## src/core/amp_sup_defines.svh

```systemverilog
// Purpose: constants for the amplifier supervisor and its controller
// Assumes: 250 MHz ref_clk; analog levels arrive as 100 mV codes
// Notes: start-up and dc qualify counts derive from the printed times
//------------------------------------------------------------------
// Notes on behaviour
//------------------------------------------------------------------
`ifndef AMP_SUP_DEFINES_SVH
`define AMP_SUP_DEFINES_SVH
`define CLK_MHZ 250
`define STARTUP_MS 10
`define STARTUP_CYC (`STARTUP_MS * 1000 * `CLK_MHZ)
`define DC_QUAL_MS 420
`define DC_QUAL_CYC (`DC_QUAL_MS * 1000 * `CLK_MHZ)
`define DC_DUTY_PCT 7'h3c
`define DC_OFS_NUM 32
`define DC_OFS_DEN 150
`define TRIP_TEMP_C 8'h96
`define UV_LIM 9'h02d
`define OV_LIM 9'h10e
`define PLIM_GAIN 4
`define FULL_DUTY 7'h64
`define RECOVER_CYC 16'h0010
`define REG_CTRL 12'h000
`define REG_STATUS 12'h004
`define REG_FCOUNT 12'h008
`define CTRL_RUN 0
`define CTRL_AUTO 1
`define STAT_LIVE 0
`define STAT_STICKY 1
`define STAT_SHDN 2
`endif

```

## src/core/amp_sup_pkg.sv

```systemverilog
// Purpose: shared types for supervisor and controller
// Assumes: one-hot state codes
// Notes: constants live in amp_sup_defines.svh
package amp_sup_pkg;
  typedef enum logic [3:0] {
    ST_START = 4'h1,
    ST_OFF = 4'h2,
    ST_RUN = 4'h4,
    ST_HIZ = 4'h8
  } sup_state_t;
  typedef enum logic [2:0] {
    CT_HOLD = 3'h1,
    CT_RUN = 3'h2,
    CT_RECOVER = 3'h4
  } ctl_state_t;
  typedef logic [6:0] pct_t;
  typedef logic [8:0] volt_t;
endpackage : amp_sup_pkg

```

## src/core/amp_link_if.sv

```systemverilog
// Purpose: shutdown and fault wires between controller and amplifier
// Assumes: both ends clocked by the same ref_clk
// Notes: plain levels, no tristate
`timescale 1ns/1ps
interface amp_link_if;
  logic shutdown_n_input; // controller drives, low = shutdown
  logic fault_n_output; // amplifier drives, low = fault
  modport dev (input shutdown_n_input, output fault_n_output);
  modport ctl (output shutdown_n_input, input fault_n_output);
endinterface : amp_link_if

```

## src/core/amp_protection_supervisor.sv

```systemverilog
// Purpose: start-up, shutdown, power limit and fault latching
// Assumes: analog sensing gives digital codes synchronous to ref_clk
// Notes: rst_b stands for power-on
//
// The placing of the registers and the APB register port were left to the implementer.
`timescale 1ns/1ps
`include "amp_sup_defines.svh"
module amp_protection_supervisor
  import amp_sup_pkg::*;
#(
  parameter int unsigned STARTUP_CYCLES = `STARTUP_CYC,
  parameter int unsigned DC_QUAL_CYCLES = `DC_QUAL_CYC
) (
  input wire logic ref_clk, // 250 MHz
  input wire logic rst_b, // power-on reset
  amp_link_if.dev link, // shutdown in, fault out
  input wire logic [2:0] gain_role_select, // gain/role code
  input wire logic left_in_pos_gnd, // left pos tied to ground
  input wire logic left_in_neg_gnd, // left neg tied to ground
  input wire volt_t power_stage_supply, // supply, 100 mV units
  input wire volt_t power_limit_input, // limit pin, 100 mV units
  input wire pct_t duty_req_left, // requested duty, percent
  input wire pct_t duty_req_right, // requested duty, percent
  input wire logic pol_left, // left output polarity
  input wire logic pol_right, // right output polarity
  input wire volt_t offset_left, // left output offset
  input wire volt_t offset_right, // right output offset
  input wire logic over_current, // output short detected
  input wire logic [7:0] die_temp, // junction temp, deg C
  output logic out_enable, // power stage switching
  output logic out_hiz, // outputs high impedance
  output logic mute, // outputs muted
  output logic low_power, // low-current state
  output logic [2:0] gain_latched, // held gain code
  output logic parallel_bridge_mono, // mono mode latched
  output pct_t duty_out_left, // clamped duty
  output pct_t duty_out_right // clamped duty
);

  //----------------------------------------------------------------
  // helpers
  //----------------------------------------------------------------
  function automatic pct_t clamp_duty(input pct_t req, input pct_t ceil);
    clamp_duty = (req > ceil) ? ceil : req;
  endfunction : clamp_duty

  // dc qualifier: high duty and offset at supply-scaled minimum
  function automatic logic dc_cond(input pct_t duty, input volt_t ofs,
                                   input volt_t sup);
    logic [17:0] lhs;
    logic [17:0] rhs;
    lhs = 18'(ofs) * 18'(`DC_OFS_DEN);
    rhs = 18'(sup) * 18'(`DC_OFS_NUM);
    dc_cond = (duty > `DC_DUTY_PCT) && (lhs >= rhs);
  endfunction : dc_cond

  function automatic logic [26:0] dc_next(input logic cond,
                                          input logic pol,
                                          input logic pol_prev,
                                          input logic [26:0] cnt);
    if (!cond || pol != pol_prev) begin
      dc_next = 27'h0;
    end else if (cnt != 27'h7ffffff) begin
      dc_next = cnt + 27'h1;
    end else begin
      dc_next = cnt;
    end
  endfunction : dc_next

  //----------------------------------------------------------------
  // state
  //----------------------------------------------------------------
  sup_state_t state_r, state_nxt;
  logic [21:0] start_cnt_r, start_cnt_nxt;
  logic [26:0] dc_cnt_l_r, dc_cnt_l_nxt;
  logic [26:0] dc_cnt_r_r, dc_cnt_r_nxt;
  logic pol_l_r, pol_l_nxt;
  logic pol_r_r, pol_r_nxt;
  logic oc_lat_r, oc_lat_nxt;
  logic ot_lat_r, ot_lat_nxt;
  logic dc_lat_r, dc_lat_nxt;
  logic [2:0] gain_r, gain_nxt;
  logic mono_r, mono_nxt;
  pct_t ceil_r, ceil_nxt;
  pct_t duty_l_r, duty_l_nxt;
  pct_t duty_r_r, duty_r_nxt;
  logic fault_n_r, fault_n_nxt;
  logic en_r, en_nxt;
  logic hiz_r, hiz_nxt;
  logic mute_r, mute_nxt;
  logic lowp_r, lowp_nxt;

  logic supply_bad;
  logic any_latch;
  logic dc_trip;
  logic [15:0] rail;
  logic [22:0] ratio;

  //----------------------------------------------------------------
  // next-state logic
  //----------------------------------------------------------------
  always_comb begin
    supply_bad = (power_stage_supply < `UV_LIM) ||
                 (power_stage_supply > `OV_LIM);
    rail = 16'(power_limit_input) * 16'(`PLIM_GAIN);
    ratio = 23'h0;
    if (power_stage_supply != 9'h0) begin
      ratio = 23'((23'(rail) * 23'(`FULL_DUTY)) /
                  23'(power_stage_supply));
    end
    ceil_nxt = (ratio >= 23'(`FULL_DUTY)) ? `FULL_DUTY : pct_t'(ratio);

    state_nxt = state_r;
    start_cnt_nxt = start_cnt_r;
    gain_nxt = gain_r;
    mono_nxt = mono_r;
    pol_l_nxt = pol_left;
    pol_r_nxt = pol_right;
    dc_cnt_l_nxt = 27'h0;
    dc_cnt_r_nxt = 27'h0;
    if (state_r == ST_RUN) begin
      dc_cnt_l_nxt = dc_next(dc_cond(duty_req_left, offset_left,
                                     power_stage_supply),
                             pol_left, pol_l_r, dc_cnt_l_r);
      dc_cnt_r_nxt = dc_next(dc_cond(duty_req_right, offset_right,
                                     power_stage_supply),
                             pol_right, pol_r_r, dc_cnt_r_r);
    end
    dc_trip = (dc_cnt_l_r >= 27'(DC_QUAL_CYCLES)) ||
              (dc_cnt_r_r >= 27'(DC_QUAL_CYCLES));

    // set beats the shutdown clear
    oc_lat_nxt = over_current ||
                 (oc_lat_r && link.shutdown_n_input);
    ot_lat_nxt = (die_temp > `TRIP_TEMP_C) ||
                 (ot_lat_r && link.shutdown_n_input);
    dc_lat_nxt = dc_trip ||
                 (dc_lat_r && link.shutdown_n_input);
    // next latch values, so hiz, enable and fault move on one edge
    any_latch = oc_lat_nxt || ot_lat_nxt || dc_lat_nxt;

    case (state_r)
      ST_START: begin
        if (start_cnt_r >= 22'(STARTUP_CYCLES - 1)) begin
          gain_nxt = gain_role_select;
          mono_nxt = left_in_pos_gnd && left_in_neg_gnd;
          state_nxt = ST_OFF;
        end else begin
          start_cnt_nxt = start_cnt_r + 22'h1;
        end
      end
      ST_OFF: begin
        if (link.shutdown_n_input && (any_latch || supply_bad)) begin
          state_nxt = ST_HIZ;
        end else if (link.shutdown_n_input) begin
          state_nxt = ST_RUN;
        end
      end
      ST_RUN: begin
        if (!link.shutdown_n_input) begin
          state_nxt = ST_OFF;
        end else if (any_latch || supply_bad) begin
          state_nxt = ST_HIZ;
        end
      end
      ST_HIZ: begin
        if (!link.shutdown_n_input) begin
          state_nxt = ST_OFF;
        end else if (!any_latch && !supply_bad) begin
          state_nxt = ST_RUN;
        end
      end
      default: begin
        state_nxt = ST_START;
      end
    endcase

    en_nxt = (state_nxt == ST_RUN);
    fault_n_nxt = !any_latch;
    // a held latch keeps the stage off the load even in shutdown
    hiz_nxt = (state_nxt == ST_HIZ) || (state_nxt == ST_START) ||
              !fault_n_nxt;
    mute_nxt = (state_nxt != ST_RUN);
    lowp_nxt = (state_nxt == ST_OFF);
    duty_l_nxt = 7'h0;
    duty_r_nxt = 7'h0;
    if (state_nxt == ST_RUN) begin
      // mono uses only the right input pair
      duty_r_nxt = clamp_duty(duty_req_right, ceil_r);
      duty_l_nxt = mono_r ? duty_r_nxt
                          : clamp_duty(duty_req_left, ceil_r);
    end
  end

  //----------------------------------------------------------------
  // registers
  //----------------------------------------------------------------
  always_ff @(posedge ref_clk or negedge rst_b) begin
    if (!rst_b) begin
      state_r <= ST_START;
      start_cnt_r <= 22'h0;
      dc_cnt_l_r <= 27'h0;
      dc_cnt_r_r <= 27'h0;
      pol_l_r <= 1'b0;
      pol_r_r <= 1'b0;
      oc_lat_r <= 1'b0;
      ot_lat_r <= 1'b0;
      dc_lat_r <= 1'b0;
      gain_r <= 3'h0;
      mono_r <= 1'b0;
      ceil_r <= 7'h0;
      duty_l_r <= 7'h0;
      duty_r_r <= 7'h0;
      fault_n_r <= 1'b1;
      en_r <= 1'b0;
      hiz_r <= 1'b1;
      mute_r <= 1'b1;
      lowp_r <= 1'b0;
    end else begin
      state_r <= state_nxt;
      start_cnt_r <= start_cnt_nxt;
      dc_cnt_l_r <= dc_cnt_l_nxt;
      dc_cnt_r_r <= dc_cnt_r_nxt;
      pol_l_r <= pol_l_nxt;
      pol_r_r <= pol_r_nxt;
      oc_lat_r <= oc_lat_nxt;
      ot_lat_r <= ot_lat_nxt;
      dc_lat_r <= dc_lat_nxt;
      gain_r <= gain_nxt;
      mono_r <= mono_nxt;
      ceil_r <= ceil_nxt;
      duty_l_r <= duty_l_nxt;
      duty_r_r <= duty_r_nxt;
      fault_n_r <= fault_n_nxt;
      en_r <= en_nxt;
      hiz_r <= hiz_nxt;
      mute_r <= mute_nxt;
      lowp_r <= lowp_nxt;
    end
  end

  assign link.fault_n_output = fault_n_r;
  assign out_enable = en_r;
  assign out_hiz = hiz_r;
  assign mute = mute_r;
  assign low_power = lowp_r;
  assign gain_latched = gain_r;
  assign parallel_bridge_mono = mono_r;
  assign duty_out_left = duty_l_r;
  assign duty_out_right = duty_r_r;

endmodule : amp_protection_supervisor

```

## src/flat_wrapper.sv

```systemverilog
// flat-port wrapper written by rule: the top's interface ports become plain ports
module amp_protection_supervisor_flat import amp_sup_pkg::*;
#(
  parameter int unsigned STARTUP_CYCLES = `STARTUP_CYC,
  parameter int unsigned DC_QUAL_CYCLES = `DC_QUAL_CYC
)
  (ref_clk, rst_b, gain_role_select, left_in_pos_gnd, left_in_neg_gnd, power_stage_supply, power_limit_input, duty_req_left, duty_req_right, pol_left, pol_right, offset_left, offset_right, over_current, die_temp, out_enable, out_hiz, mute, low_power, gain_latched, parallel_bridge_mono, duty_out_left, duty_out_right, link_shutdown_n_input, link_fault_n_output);
  amp_link_if link_i ();
  input wire logic ref_clk;
  input wire logic rst_b;
  input wire logic [2:0] gain_role_select;
  input wire logic left_in_pos_gnd;
  input wire logic left_in_neg_gnd;
  input wire volt_t power_stage_supply;
  input wire volt_t power_limit_input;
  input wire pct_t duty_req_left;
  input wire pct_t duty_req_right;
  input wire logic pol_left;
  input wire logic pol_right;
  input wire volt_t offset_left;
  input wire volt_t offset_right;
  input wire logic over_current;
  input wire logic [7:0] die_temp;
  output logic out_enable;
  output logic out_hiz;
  output logic mute;
  output logic low_power;
  output logic [2:0] gain_latched;
  output logic parallel_bridge_mono;
  output pct_t duty_out_left;
  output pct_t duty_out_right;
  input wire logic [$bits(link_i.shutdown_n_input)-1:0] link_shutdown_n_input;
  output wire logic [$bits(link_i.fault_n_output)-1:0] link_fault_n_output;
  assign link_i.shutdown_n_input = link_shutdown_n_input;
  assign link_fault_n_output = link_i.fault_n_output;
  amp_protection_supervisor #(.STARTUP_CYCLES(STARTUP_CYCLES), .DC_QUAL_CYCLES(DC_QUAL_CYCLES)) u_core (.ref_clk(ref_clk), .rst_b(rst_b), .link(link_i), .gain_role_select(gain_role_select), .left_in_pos_gnd(left_in_pos_gnd), .left_in_neg_gnd(left_in_neg_gnd), .power_stage_supply(power_stage_supply), .power_limit_input(power_limit_input), .duty_req_left(duty_req_left), .duty_req_right(duty_req_right), .pol_left(pol_left), .pol_right(pol_right), .offset_left(offset_left), .offset_right(offset_right), .over_current(over_current), .die_temp(die_temp), .out_enable(out_enable), .out_hiz(out_hiz), .mute(mute), .low_power(low_power), .gain_latched(gain_latched), .parallel_bridge_mono(parallel_bridge_mono), .duty_out_left(duty_out_left), .duty_out_right(duty_out_right));
endmodule
```

## config.mk

```make
export PLATFORM = sky130hd
export DESIGN_NAME = amp_protection_supervisor_flat
export DESIGN_NICKNAME = d
export VERILOG_FILES = /design/src/core/amp_sup_pkg.sv /design/src/core/amp_link_if.sv /design/src/core/amp_protection_supervisor.sv /design/src/flat_wrapper.sv
export VERILOG_INCLUDE_DIRS = /design/src /design/src/core
export SDC_FILE = /design/constraint.sdc
export NUM_CORES = 1
export LEC_CHECK = 0
export ABC_AREA = 1
export BUFFER_PORTS_ARGS = -buffer_cell sky130_fd_sc_hd__clkbuf_2
export CAP_MARGIN = 20
export CORE_UTILIZATION = 45
export CTS_BUF_LIST = sky130_fd_sc_hd__clkbuf_4 sky130_fd_sc_hd__clkbuf_8
export CTS_CLUSTER_DIAMETER = 60
export CTS_CLUSTER_SIZE = 8
export DETAILED_ROUTE_END_ITERATION = 6
export GPL_ROUTABILITY_DRIVEN = 0
export GPL_TIMING_DRIVEN = 0
export RECOVER_POWER = 100
export SLEW_MARGIN = 15
export SYNTH_ARGS = -nofsm -noshare
export SYNTH_HDL_FRONTEND = slang
export SYNTH_SLANG_ARGS = --single-unit
```

## constraint.sdc

```tcl
create_clock -name ref_clk -period 3.7 [get_ports ref_clk]
set_clock_uncertainty 0.15 [all_clocks]
set_input_delay 0 -clock ref_clk [delete_from_list [all_inputs] [get_ports ref_clk]]
set_output_delay 0 -clock ref_clk [all_outputs]
set_load 0.01 [all_outputs]
```

==> results.yml <==
layout:
  drive_above_1_share_pct: 41.14
  final_cells: 4748
  final_core_util_pct: 68.79
  fillCellCount: 3683
  fin_nets: 4528
  regArea_um2: 2883
  fin_area_um2: 33050
  area_growth_pct: 49.97
  multi_input_area_um2: 19960
routing:
  wl_per_cell_um: 16.74
  post_drt_via_cell_ratio: 5.539
  drc_errors: 0
  drt-total-wl_um: 79480
  dr_total_vias: 26301
  ant_nets: 0
  first_pass_iters: 7
  drt_iter0_markers: 1828
clock_network:
  htree_levels: 4
  clockBufferDepth: 2
  cts_tree: "done"
  cts_made_buffers: 17
  clock_sinks: 115
  clkTransAtPathRegs_ns: 0.07
  cts_root_buffer: "clkbuf_8"
  insertion_delay_ns: 0.45
die:
  core_area_um2: 48050
  chipWidth_um: 223.3
  rows: 80
  die_area_um2: 49860
  die_y_um: 223.3
  initial_utilization_pct: 45.87
  io_pins: 92
global_route:
  grt_pass1_wl_um: 117400
  antenna_found_initial: 1
  grt_max_degree: 99
  track_usage_pct: 28.06
  grt-ovfl-total: 0
  grt_pass1_vias: 25479
logic_synthesis:
  ys_warn_count: 0
  yosysTopAreaCellShare_pct: 18.00
  yosysSeqAreaShare_pct: 13.08
  async_reset_ff_share_pct: 100.0
  synth_area_leader_cell: "ha_1"
  syn_inst: 3266
  yosys-top-cells-count: "636 x nand2_1, 518 x inv_1, 317 x ha_1"
  ys_types: 77
  syn_area_per_cell_um2: 6.748
  ys_seq_elements: 115
  synth.cell_area_um2: 22040
  synth.area.top_cells: "ha_1 18%, dfrtp_1 13%, nand2_1 11%, inv_1 8.8%, xor2_1 5.3%"
  synth_most_common_cell: "nand2_1"
  synth_ff_type: "dfrtp_1"
  synth_edf_count: 0
critical_path:
  setup.worst_path.end_class: "register"
  crit_arrival_ns: 43.91
  cpPeakStageDelay_ns: 0.60
  crit_required_ns: 3.89
  critical_path.max_fanout: 10
  cp_slowest_cell: "fa_1"
  path_delay_family: "compound AO/OA/AOI/OAI gates"
  crit_type: "in2reg"
  cp_num_buf_inv: 108
  startpoint_type: "primary input"
  crit_top_cell: "buf_4"
placement:
  placedInstanceArea_um2: 24420
  port_buffers: 91
  hpwl_um: 45920
  post-place-cells: 3977
run:
  drv_cap: 1
min_path:
  hp-class: "in2reg"
sta:
  setup_viol: 64
  relSlewSlack_pct: -59.44
  max_clock_freq_ghz: 0.02287
  fin_crit_sh_pct: 1182
  drv_slew: 99
  rsz0062_at_grt: "true"
  layout_setup_ws_ns: -40.02
  hold_viol: 0
  tightest_slew_ns: 2.392
  period_needed_ns: 43.72
  fin_setup_tns_ns: -294.41
outcome:
  outcome: "complete, but fails checks"
  failed_checks: "capacitance limit, slew limit, setup timing"
[final timing paths]
kind / startpoint / end / slack (ns) / depth (start not counted)
worst max-delay path: power_limit_input[2] / u_core.ceil_r[0]$_DFF_PN0_ / -40.02 / 334
worst min-delay path: pol_left / u_core.pol_l_r$_DFF_PN0_ / 0.09 / 2
worst max register to register: u_core.dc_cnt_r_r[0]$_DFFE_PN0P_ / u_core.dc_cnt_r_r[23]$_DFFE_PN0P_ / -0.18 / 18
worst min register to register: u_core.start_cnt_r[21]$_DFFE_PN0P_ / u_core.start_cnt_r[21]$_DFFE_PN0P_ / 0.30 / 2
max in group asynchronous: rst_b / u_core.ceil_r[4]$_DFF_PN0_ / 1.14 / 3
min in group asynchronous: rst_b / u_core.dc_cnt_r_r[16]$_DFFE_PN0P_ / 0.63 / 3
[kinds of logic (layout without fill, tap and decap cells)]
group | Yosys count | in the layout | synth area share (%)
muxes | 3 | 3 | 0.1533
xor gates and xnor gates | 183 | 183 | 7.273
and+or+nand+nor | 1547 | 1547 | 35.76
buffers and inverters | 599 | 1463 | 10.94
DFF | 115 | 115 | 13.08
adders and majority gates | 340 | 340 | 20.09
AOI/OAI and AO/OA | 478 | 478 | 12.68
other | 1 | 4 | 0.01702
[flip-flops by register name, summed over array words and instances (netlist names)]
register / count
u_core.dc_cnt_l_r: 27
u_core.dc_cnt_r_r: 27
u_core.start_cnt_r: 22
u_core.ceil_r: 7
u_core.duty_out_left: 7
u_core.duty_out_right: 7
u_core.state_r: 4
u_core.gain_latched: 3
u_core.dc_lat_r: 1
u_core.link.fault_n_output: 1
u_core.low_power: 1
u_core.mute: 1
u_core.oc_lat_r: 1
u_core.ot_lat_r: 1
u_core.out_enable: 1
u_core.out_hiz: 1
u_core.parallel_bridge_mono: 1
u_core.pol_l_r: 1
u_core.pol_r_r: 1
[placed cells by master (no fill, tap or decap), types with 12 or more instances in the layout]
master / synthesis / layout
a211oi_1: 28 / 16
a21oi_1: 165 / 76
a21oi_2: 4 / 76
a21oi_4: 0 / 17
a31oi_1: 13 / 12
buf_4: 1 / 690
buf_6: 6 / 24
buf_8: 2 / 15
clkbuf_1: 18 / 35
clkbuf_2: 0 / 51
clkbuf_8: 3 / 21
dfrtp_1: 111 / 111
dlygate4sd3_1: 0 / 28
fa_1: 23 / 22
ha_1: 317 / 237
ha_4: 0 / 74
inv_1: 518 / 446
inv_2: 29 / 85
inv_4: 5 / 17
nand2_1: 636 / 549
nand2_2: 100 / 149
nand2_4: 32 / 68
nand3_1: 210 / 183
nand3_2: 28 / 50
nand3_4: 18 / 23
nand4_1: 61 / 61
nor2_1: 271 / 219
nor2_2: 22 / 49
nor2_4: 26 / 51
nor3_1: 65 / 43
nor3_2: 3 / 16
o21ai_0: 144 / 76
o21ai_1: 22 / 36
o21ai_2: 7 / 40
o21ai_4: 0 / 21
o21bai_1: 19 / 12
or2_2: 20 / 16
xnor2_1: 50 / 49
xor2_1: 133 / 133
[routing by layer]
metal  up-vias  track usage, %  part of all wire [%]
met5         -               0                     0
met4         0           12.59                   5.6
met3       415           2.818                   5.7
met2      1102           51.29                    49
met1     12320           32.93                    39
li1      12464               -                     -
[final cells by class]
cell class | instances | share of cell area, %
timing repair buffer | 832 | 19.15
clock buffer | 18 | 0.7496
inverter | 561 | 6.640
clock inverter | 14 | 0.5338
sequential | 115 | 8.723
multi-input combinational | 2554 | 60.39
tap | 615 | 2.328
buffer | 38 | 1.473
antenna | 1 | 0.007572
[per-stage QoR]
stage,setup slack (ns),hold WS (ns)
floorplan,-39.56,-0.4456
global placement,-45.25,-0.01516
detailed placement,-45.86,-0.2792
CTS,-37.62,0.03350
global route,-42.13,0.08014
finish,-40.02,0.08754
[timing repair]
| item | 4_1_cts | 5_1_grt |
|---|---|---|
| cloned | 4 | 4 |
| buffers inserted | 559 | 145 |
| setup endpoints to repair | 67 | 70 |
| hold buffers | 28 | 0 |
| gates resized for setup | 278 | 335 |
| hold endpoints to repair | 147 | 0 |
| pin swaps | 276 | 322 |
Power is not shown: default switching activity piles up to over one toggle a cycle in this logic, so the estimate is an artifact.
